**src/logic/led_pwm_pkg.sv**
```systemverilog
// constants for the multichannel led pulse-width generator
package led_pwm_pkg;

  localparam int NUM_CH_DEF = 24;
  localparam int CNT_W_DEF  = 16;
  localparam int ADDR_W     = 8;
  localparam int DATA_W     = 32;
  localparam int IRQ_W      = 2;

  // register byte offsets
  localparam logic [ADDR_W-1:0] CTRL_OFS    = 8'h00;
  localparam logic [ADDR_W-1:0] DIV_OFS     = 8'h04;
  localparam logic [ADDR_W-1:0] PER_OFS     = 8'h08;
  localparam logic [ADDR_W-1:0] STATUS_OFS  = 8'h0c;
  localparam logic [ADDR_W-1:0] IRQ_CLR_OFS = 8'h10;
  localparam logic [ADDR_W-1:0] IRQ_EN_OFS  = 8'h14;
  localparam logic [ADDR_W-1:0] COUNT_OFS   = 8'h18;
  localparam logic [ADDR_W-1:0] OUT_OFS     = 8'h1c;
  // channel n: rise stamp at CH_BASE + 8*n, fall stamp at CH_BASE + 8*n + 4
  localparam logic [ADDR_W-1:0] CH_BASE     = 8'h40;
  localparam int                CH_SHIFT    = 3;
  localparam int                FALL_SEL    = 2;

  // field positions
  localparam int UPD_BIT       = 0;
  localparam int STAT_UPD_BIT  = 0;
  localparam int STAT_WRAP_BIT = 1;

  // reset values
  localparam logic [CNT_W_DEF-1:0] DIV_RST  = 16'h0001;
  localparam logic [CNT_W_DEF-1:0] PER_RST  = 16'hffff;
  localparam logic [CNT_W_DEF-1:0] RISE_RST = 16'hffff;
  localparam logic [CNT_W_DEF-1:0] FALL_RST = 16'h0000;

endpackage

```
**src/logic/led_pwm_multichannel.sv**
```systemverilog
// multichannel led pulse-width generator with shadowed settings and register port
//
// Local design decisions: the address map and the strobed register port.
`timescale 1ns/100ps
module led_pwm_multichannel #(
  parameter int NUM_CH = led_pwm_pkg::NUM_CH_DEF,
  parameter int CNT_W  = led_pwm_pkg::CNT_W_DEF
) (
  input  wire logic                            ref_clk,
  input  wire logic                            reset,
  input  wire logic [led_pwm_pkg::ADDR_W-1:0]  reg_addr,
  input  wire logic [led_pwm_pkg::DATA_W-1:0]  reg_wdata,
  input  wire logic                            reg_wr,
  input  wire logic                            reg_rd,
  output logic      [led_pwm_pkg::DATA_W-1:0]  reg_rdata,
  output logic      [NUM_CH-1:0]               led_sink_enable,
  output logic      [NUM_CH-1:0]               adc_sync,
  output logic                                 irq
);
  import led_pwm_pkg::*;

  localparam int CH_IDX_W = ADDR_W - CH_SHIFT;

  // shadow and active settings
  logic [CNT_W-1:0]    sh_div_ff;
  logic [CNT_W-1:0]    sh_per_ff;
  logic [CNT_W-1:0]    act_div_ff;
  logic [CNT_W-1:0]    act_per_ff;
  logic [CNT_W-1:0]    sh_rise_ff  [NUM_CH];
  logic [CNT_W-1:0]    sh_fall_ff  [NUM_CH];
  logic [CNT_W-1:0]    act_rise_ff [NUM_CH];
  logic [CNT_W-1:0]    act_fall_ff [NUM_CH];

  // timing state
  logic [CNT_W-1:0]    pre_ff;
  logic [CNT_W-1:0]    cnt_ff;
  logic [CNT_W-1:0]    eff_div;
  logic                tick_end;
  logic                boundary;
  logic                upd_req_ff;
  logic                upd_apply;

  // interrupt state
  logic [IRQ_W-1:0]    status_ff;
  logic [IRQ_W-1:0]    irq_en_ff;
  logic [IRQ_W-1:0]    irq_set;

  // register port decode
  logic                wr_ctrl;
  logic                wr_div;
  logic                wr_per;
  logic                wr_clr;
  logic                wr_en;
  logic                ch_hit;
  logic [CH_IDX_W-1:0] ch_idx;
  logic [DATA_W-1:0]   nxt_rdata;
  logic [NUM_CH-1:0]   nxt_on;

  assign wr_ctrl = reg_wr && (reg_addr == CTRL_OFS);
  assign wr_div  = reg_wr && (reg_addr == DIV_OFS);
  assign wr_per  = reg_wr && (reg_addr == PER_OFS);
  assign wr_clr  = reg_wr && (reg_addr == IRQ_CLR_OFS);
  assign wr_en   = reg_wr && (reg_addr == IRQ_EN_OFS);
  assign ch_hit  = (reg_addr >= CH_BASE);
  assign ch_idx  = CH_IDX_W'(reg_addr[ADDR_W-1:CH_SHIFT] - CH_BASE[ADDR_W-1:CH_SHIFT]);

  // prescaler and shared period counter
  assign eff_div   = (act_div_ff == '0) ? CNT_W'(1) : act_div_ff;
  assign tick_end  = (pre_ff >= CNT_W'(eff_div - CNT_W'(1)));
  assign boundary  = (cnt_ff >= act_per_ff);
  assign upd_apply = boundary && upd_req_ff;

  always_ff @(posedge ref_clk) begin
    if (reset) begin
      pre_ff <= '0;
    end else if (boundary || tick_end) begin
      pre_ff <= '0;
    end else begin
      pre_ff <= CNT_W'(pre_ff + CNT_W'(1));
    end
  end

  always_ff @(posedge ref_clk) begin
    if (reset) begin
      cnt_ff <= '0;
    end else if (boundary) begin
      cnt_ff <= '0;
    end else if (tick_end) begin
      cnt_ff <= CNT_W'(cnt_ff + CNT_W'(1));
    end
  end

  // global shadow and active divider / period
  always_ff @(posedge ref_clk) begin
    if (reset) begin
      sh_div_ff <= DIV_RST;
      sh_per_ff <= PER_RST;
    end else begin
      if (wr_div) begin
        sh_div_ff <= reg_wdata[CNT_W-1:0];
      end
      if (wr_per) begin
        sh_per_ff <= reg_wdata[CNT_W-1:0];
      end
    end
  end

  always_ff @(posedge ref_clk) begin
    if (reset) begin
      act_div_ff <= DIV_RST;
      act_per_ff <= PER_RST;
    end else if (upd_apply) begin
      act_div_ff <= sh_div_ff;
      act_per_ff <= sh_per_ff;
    end
  end

  // update request: a new write wins over the hardware clear
  always_ff @(posedge ref_clk) begin
    if (reset) begin
      upd_req_ff <= 1'b0;
    end else if (wr_ctrl && reg_wdata[UPD_BIT]) begin
      upd_req_ff <= 1'b1;
    end else if (upd_apply) begin
      upd_req_ff <= 1'b0;
    end
  end

  // per channel stamps and pulse decision
  for (genvar i = 0; i < NUM_CH; i++) begin : g_ch
    logic           wr_rise;
    logic           wr_fall;
    logic [CNT_W-1:0] eff_fall;

    assign wr_rise = reg_wr && ch_hit && (ch_idx == CH_IDX_W'(i)) && !reg_addr[FALL_SEL];
    assign wr_fall = reg_wr && ch_hit && (ch_idx == CH_IDX_W'(i)) && reg_addr[FALL_SEL];

    always_ff @(posedge ref_clk) begin
      if (reset) begin
        sh_rise_ff[i] <= RISE_RST;
        sh_fall_ff[i] <= FALL_RST;
      end else begin
        if (wr_rise) begin
          sh_rise_ff[i] <= reg_wdata[CNT_W-1:0];
        end
        if (wr_fall) begin
          sh_fall_ff[i] <= reg_wdata[CNT_W-1:0];
        end
      end
    end

    always_ff @(posedge ref_clk) begin
      if (reset) begin
        act_rise_ff[i] <= RISE_RST;
        act_fall_ff[i] <= FALL_RST;
      end else if (upd_apply) begin
        act_rise_ff[i] <= sh_rise_ff[i];
        act_fall_ff[i] <= sh_fall_ff[i];
      end
    end

    // zero/zero is treated as a fall stamp of one
    assign eff_fall = (act_rise_ff[i] == '0 && act_fall_ff[i] == '0) ?
                      CNT_W'(1) : act_fall_ff[i];

    always_comb begin
      if (act_rise_ff[i] == '0 && act_fall_ff[i] == act_per_ff) begin
        nxt_on[i] = 1'b1;
      end else if (act_rise_ff[i] >= eff_fall) begin
        nxt_on[i] = 1'b0;
      end else begin
        // one extra clock at the fall count stretches the pulse by one cycle
        nxt_on[i] = (cnt_ff >= act_rise_ff[i]) &&
                    ((cnt_ff < eff_fall) || (cnt_ff == eff_fall && pre_ff == '0));
      end
    end
  end

  always_ff @(posedge ref_clk) begin
    if (reset) begin
      led_sink_enable <= '0;
      adc_sync        <= '0;
    end else begin
      led_sink_enable <= nxt_on;
      adc_sync        <= nxt_on;
    end
  end

  // sticky status, set wins over clear
  assign irq_set = {boundary, upd_apply};

  always_ff @(posedge ref_clk) begin
    if (reset) begin
      status_ff <= '0;
    end else begin
      status_ff <= (status_ff & ~(wr_clr ? reg_wdata[IRQ_W-1:0] : '0)) | irq_set;
    end
  end

  always_ff @(posedge ref_clk) begin
    if (reset) begin
      irq_en_ff <= '0;
    end else if (wr_en) begin
      irq_en_ff <= reg_wdata[IRQ_W-1:0];
    end
  end

  always_ff @(posedge ref_clk) begin
    if (reset) begin
      irq <= 1'b0;
    end else begin
      irq <= |(status_ff & irq_en_ff);
    end
  end

  // read data, valid only the cycle after the strobe
  always_comb begin
    nxt_rdata = '0;
    if (ch_hit) begin
      if (int'(ch_idx) < NUM_CH) begin
        nxt_rdata[CNT_W-1:0] = reg_addr[FALL_SEL] ? sh_fall_ff[ch_idx] : sh_rise_ff[ch_idx];
      end
    end else begin
      case (reg_addr)
        CTRL_OFS:   nxt_rdata[UPD_BIT]     = upd_req_ff;
        DIV_OFS:    nxt_rdata[CNT_W-1:0]   = sh_div_ff;
        PER_OFS:    nxt_rdata[CNT_W-1:0]   = sh_per_ff;
        STATUS_OFS: nxt_rdata[IRQ_W-1:0]   = status_ff;
        IRQ_EN_OFS: nxt_rdata[IRQ_W-1:0]   = irq_en_ff;
        COUNT_OFS:  nxt_rdata[CNT_W-1:0]   = cnt_ff;
        OUT_OFS:    nxt_rdata[NUM_CH-1:0]  = led_sink_enable;
        default:    nxt_rdata              = '0;
      endcase
    end
  end

  always_ff @(posedge ref_clk) begin
    if (reset) begin
      reg_rdata <= '0;
    end else if (reg_rd) begin
      reg_rdata <= nxt_rdata;
    end else begin
      reg_rdata <= '0;
    end
  end

  // helper: clocks since the last period boundary
  logic [2*CNT_W:0] len_ff;
  logic             seen_ff;

  always_ff @(posedge ref_clk) begin
    if (reset) begin
      len_ff  <= '0;
      seen_ff <= 1'b0;
    end else if (boundary) begin
      len_ff  <= (2*CNT_W+1)'(1);
      seen_ff <= 1'b1;
    end else begin
      len_ff  <= (2*CNT_W+1)'(len_ff + (2*CNT_W+1)'(1));
    end
  end
endmodule

```
**config.mk**
```make
export PLATFORM = sky130hd
export DESIGN_NAME = led_pwm_multichannel
export DESIGN_NICKNAME = d
export VERILOG_FILES = /design/src/logic/led_pwm_pkg.sv /design/src/logic/led_pwm_multichannel.sv
export SDC_FILE = /design/constraint.sdc
export NUM_CORES = 2
export LEC_CHECK = 0
export ABC_CLOCK_PERIOD_IN_PS = 93200
export BUFFER_PORTS_ARGS = -buffer_cell sky130_fd_sc_hd__buf_2
export CORE_ASPECT_RATIO = 1.75
export CORE_MARGIN = 1
export CORE_UTILIZATION = 30
export DETAILED_ROUTE_END_ITERATION = 16
export HOLD_SLACK_MARGIN = 0.08
export RECOVER_POWER = 25
export SLEW_MARGIN = 20
export SYNTH_ARGS = -nofsm -noshare
export SYNTH_HDL_FRONTEND = slang
export SYNTH_SLANG_ARGS = --single-unit
export TNS_END_PERCENT = 1
```
**constraint.sdc**
```tcl
create_clock -name ref_clk -period 93.2 [get_ports ref_clk]
set_input_delay 9.32 -clock ref_clk [delete_from_list [all_inputs] [get_ports ref_clk]]
set_output_delay 9.32 -clock ref_clk [all_outputs]
set_load 0.1 [all_outputs]
```
## After elaboration in Yosys (flattened, before gate mapping)

Memory sizes are Yosys's and may differ from the RTL's.
Cells that the tools add are included.

- RAM bits: 1,536
- Input port bits: 44
- Register bits: 158
- Output and inout bits: 81
- Memories kept: 4
- Logic and storage cells: 864

Memories:

| memory | words | width | rd ports | clocked after memory_dff | write ports | line | text |
|---|---|---|---|---|---|---|---|
| act_fall_ff | 24 | 16 | 24 | 0 | 24 | led_pwm_multichannel.sv:32 | `logic [CNT_W-1:0] act_fall_ff [NUM_CH];` |
| act_rise_ff | 24 | 16 | 24 | 0 | 24 | led_pwm_multichannel.sv:31 | `logic [CNT_W-1:0] act_rise_ff [NUM_CH];` |
| sh_fall_ff | 24 | 16 | 25 | 0 | 24 | led_pwm_multichannel.sv:30 | `logic [CNT_W-1:0] sh_fall_ff [NUM_CH];` |
| sh_rise_ff | 24 | 16 | 25 | 0 | 24 | led_pwm_multichannel.sv:29 | `logic [CNT_W-1:0] sh_rise_ff [NUM_CH];` |

- Add/sub/neg operators: 4
- Bitwise operators: 102
- Muxes and demuxes: 327
- Reduce and logical (&&, ||, !) cells: 260
- Eq/ne operators: 78
- $lt $le $gt $ge: 76

Operator list:

| cell | count |
|---|---|
| $mux 16 | 124 |
| $ge 16x16->1 | 50 |
| $logic_not 16->1 | 50 |
| $eq 16x16->1 | 48 |
| $lt 16x16->1 | 24 |
| $mux 1 | 199 |
| $logic_and 1x1->1 | 176 |
| $or 1x1->1 | 96 |
| $pmux 14 s4 | 1 |
| $eq 5x4->1 const B | 8 |
| $eq 5x5->1 const B | 8 |
| $add 16x1->16 const B | 2 |
| $eq 8x5->1 const B | 4 |
| $logic_or 1x1->1 | 25 |
| $eq 5x3->1 const B | 4 |
| $eq 8x4->1 const B | 2 |
| $sub 16x1->16 const B | 1 |
| $eq 5x2->1 const B | 2 |
| $eq 8x3->1 const B | 1 |
| $ge 8x7->1 const B | 1 |
| $logic_not 8->1 | 1 |
| $reduce_or 2->1 | 4 |
| $pmux 1 s7 | 1 |
| $pmux 1 s6 | 1 |
| other kinds (12) | 14 |

## Longest topological paths before layout

An unclocked memory read counts as a cell.

- Depth in word-level cells: 10
- Depth in mapped cells: 18
- Mapped depth without buffers: 17

## Least setup slack after synthesis

Ideal clock, no wire load.

- Path kind: flip-flop to flip-flop
- From: register cnt_ff[1]
- To: memory act_fall_ff[0][0] (netlist name), enable pin
- Path buffers: 0
- Arrival: 55,580 ps
- Period minus slack after synthesis: 58,548 ps
- Stages on the path, launching flop included: 7
- Setup time: 2,968 ps
- Setup slack: 34,652 ps
- Required time: 90,232 ps
- Path through: dfxtp_1 > ha_1 > a21o_1 > a211oi_1 > o31ai_1 > a21oi_1 > o21ai_0

RTL lines:

| item | line | text |
|---|---|---|
| start: declaration | led_pwm_multichannel.sv:36 | `logic [CNT_W-1:0] cnt_ff;` |
| start signal: assignment | led_pwm_multichannel.sv:89 | `cnt_ff <= CNT_W'(cnt_ff + CNT_W'(1));` |
| end: declaration | led_pwm_multichannel.sv:32 |  |

==> impl_metrics.py <==
metrics = {
    "floorplan": {
        "dieArea_um2": 347000,
        "die_height_um": 779,
        "io_pins": 125,
        "dieWidth_um": 446,
        "core_area_um2": 343000,
        "start_util": 0.302,
        "std_cell_rows": 284,
    },
    "sta": {
        "tns_ns": 0,
        "slew_headroom": -4.59,
        "skew_ns": 0.0918,
        "fin_crit_sh": 0.252,
        "rsz0062_at_grt": "no",
        "period_needed_ns": 23.52,
        "setup_violations": 0,
        "final-hold-violation-count": 0,
        "max_freq_mhz": 42.5,
        "slew_viol_final": 1132,
        "fin_hold_ws_ns": 0.484,
        "worst_pin_slew_ns": 8.39,
    },
    "drt": {
        "avgViaCountPerCell": 5.57,
        "dr_wl_met2_um": 222000,
        "ant_nets": 0,
        "drt_pre_antenna_iters": 8,
        "routed.top_layer": "met5",
        "wl_per_cell_um": 32.7,
        "vias": 77200,
        "drc": 0,
        "wl_um": 453000,
        "route.met3.wl_um": 30800,
        "drt_iter0_drc": 7747,
        "m1WireLength_um": 133000,
    },
    "power": {
        "p_per_area_nw_per_um2": 15.9,
        "leakage_uw": 0.0452,
        "peakVddDrop_mv": 0.0135,
    },
    "grt": {
        "grt_max_degree": 190,
        "grt_overflow_total": 0,
        "grt_pass1_vias": 75600,
        "grt_antenna_before_repair": 80,
        "grt_usage": 0.257,
        "grt_first_pass_wirelength_um": 608000,
    },
    "outcome": {
        "status": "finished with violations",
        "violations": "max-capacitance violations, max-slew violations",
    },
    "finish": {
        "final_nets": 10300,
        "fin_util": 0.335,
        "synthToLayoutAreaGrowth_pct": 10.8,
        "final_layout_size_suffix_gt1_frac": 0.0890,
    },
    "clock_network": {
        "clkSinkCount": 1686,
        "root_buffer": "clkbuf_16",
        "path_clk_slew_ns": 0.07,
        "numCtsBuffers": 165,
        "clkLatencyLatePin_ns": 0.93,
        "cts_resized": 0,
        "htreeDepth": 4,
        "cts_tree": "built",
        "post-cts-setup-buffer-count": 0,
        "postCtsHoldBufs": 0,
        "cts_buffer_depth": 4,
    },
    "critical_path": {
        "start_kind": "input pin",
        "critPathCaptureType": "flip-flop",
        "path_class": "input pin to flip-flop",
        "r2r_slack_ns": 77.58,
        "rr_worst_depth": 12,
        "path_max_fanout": 184,
        "critPathLaunch": "reset",
        "cp-endpoint": "act_rise_ff[0][94]",
        "r2r-end": "act_rise_ff[0][94]",
        "r2r_start": "cnt_ff[0]",
        "cp.required_ns": 93.47,
        "cp.arrival_ns": 23.79,
    },
    "place": {
        "gp_congestion": 1.03,
        "hpwlAfterDp_um": 333000,
        "io_buffers": 100,
    },
    "synth": {
        "synth_edf_count": 1536,
        "synth.most_common_cell": "edfxtp_1",
        "ys_warn_count": 0,
        "yosysSeqAreaShare": 0.475,
        "syn_area_per_cell_um2": 11.3,
        "synth_flop_cell": "edfxtp_1",
        "synth_area_um2": 103000,
        "synth-seq-cells": 1686,
        "synthCells": 9117,
        "synth_area_leaders": "edfxtp_1 (45%), ha_1 (14%), mux4_2 (4.3%)",
        "async_flop_share": 0,
        "synth_common_cells": "edfxtp_1 (1,536), ha_1 (1,190), inv_1 (800), and2_1 (704), nand2b_1 (431)",
        "synth_cell_type_count": 76,
        "synth_top_area_frac": 0.446,
        "synth.largest_area_cell": "edfxtp_1",
    },
    "hold_path": {
        "worst_hold_path_type": "flip-flop to flip-flop",
    },
    "job": {
        "max_cap_viol_count": 15,
    },
}
==> layer usage <==
| metal | vias up | global-route usage |
|---|---|---|
| met5 | - | 0 |
| li1 | 33300 | - |
| met1 | 37700 | 0.232 |
| met3 | 1966 | 0.0468 |
| met2 | 4170 | 0.445 |
| met4 | 18 | 0.312 |
==> stage by stage <==
| step | power, µW | cells | instance area [µm²] | worst slack (ns) |
|---|---|---|---|---|
| final | 1830 | 13900 | 115000 | 69.68 |
| after global routing | 1870 | 13800 | 114000 | 68.77 |
| after CTS | 1820 | 13800 | 115000 | 79.67 |
| after detailed placement | 1140 | 13500 | 109000 | 78.72 |
| after global placement | 1140 | 13500 | 109000 | 78.76 |
| after floorplan | 1050 | 9124 | 103000 | 34.65 |
==> area by class of cell <==
| type | instances | area (µm²) |
|---|---|---|
| fillers | 34400 | 228000 |
| multi-input cells | 6168 | 49400 |
| well taps | 4576 | 5730 |
| clock inverters | 92 | 893 |
| clock buffers | 199 | 4310 |
| repair buffers | 285 | 1860 |
| flip-flops and latches | 1686 | 49200 |
| inverters | 801 | 3010 |
| diodes | 56 | 140 |
==> state kept, by name, summed over array words and instances, names as in the netlist <==
| name | count |
|---|---|
| irq_en_ff | 2 |
| sh_div_ff | 16 |
| pre_ff | 16 |
| act_fall_ff | 384 |
| status_ff | 2 |
| act_rise_ff | 384 |
| sh_fall_ff | 384 |
| act_per_ff | 16 |
| act_div_ff | 16 |
| reg_rdata | 24 |
| upd_req_ff | 1 |
| sh_per_ff | 16 |
| irq | 1 |
| cnt_ff | 16 |
| sh_rise_ff | 384 |
| adc_sync | 24 |
==> report_power, final <==
part / leakage (µW) / total (µW) / internal, µW / switching, µW
combinational: 0.0273 / 240 / 75.9 / 164
sequential: 0.0154 / 897 / 850 / 47.3
clock: 0.00253 / 691 / 371 / 320
==> cell families (layout without fill, tap and decap cells) <==
kind of cell,count (synthesis),after routing,synth area share
AO/OA/AOI/OAI,1234,1234,0.0757
XOR/XNOR,423,423,0.0358
adder cells (fa/ha/maj),1190,1190,0.144
buffers and inverters,1270,1377,0.0486
flip-flops,1686,1686,0.475
multiplexers,296,296,0.0528
other,1,64,0.0000363
AND/OR/NAND/NOR,3017,3017,0.168
==> layout by cell type, fill, tap and decap left out, types with 89 or more instances in the layout <==
cell type and n:
nand2_1 304, buf_4 166, nor4_1 259, or3_1 297, xor2_1 129, nand2b_1 431
mux2i_1 90, nor2_1 255, clkbuf_1 89, and2_1 550, ha_1 1190, and2_0 154
inv_1 798, a21oi_1 386, edfxtp_1 1536, a211oi_1 95, nand4_1 300, and3_1 100
clkbuf_16 167, mux4_2 199, a21o_1 210, dfxtp_1 119, o21ai_0 202, nand3_1 114
xnor2_1 294
==> worst max-delay path: stages <==
cell and delay (ns):
clkbuf_1 0.49, clkbuf_1 0.90, nor3_1 0.50, clkbuf_1 5.72
clkbuf_1 5.27, nand2b_1 1.14
==> how the worst min path moves through the flow <==
stage / start / end / slack (ns) / cells after the start
floorplan: pre_ff[0] / pre_ff[0] / 0.44 / 1
global route: sh_per_ff[9] / sh_per_ff[9] / 0.51 / 2
finish: adc_sync[22] / reg_rdata[22] / 0.48 / 1
CTS: sh_per_ff[7] / sh_per_ff[7] / 0.49 / 2
global placement: adc_sync[22] / reg_rdata[22] / 0.46 / 1
detailed placement: adc_sync[19] / reg_rdata[19] / 0.47 / 1
(Power assumes the default switching activity.)
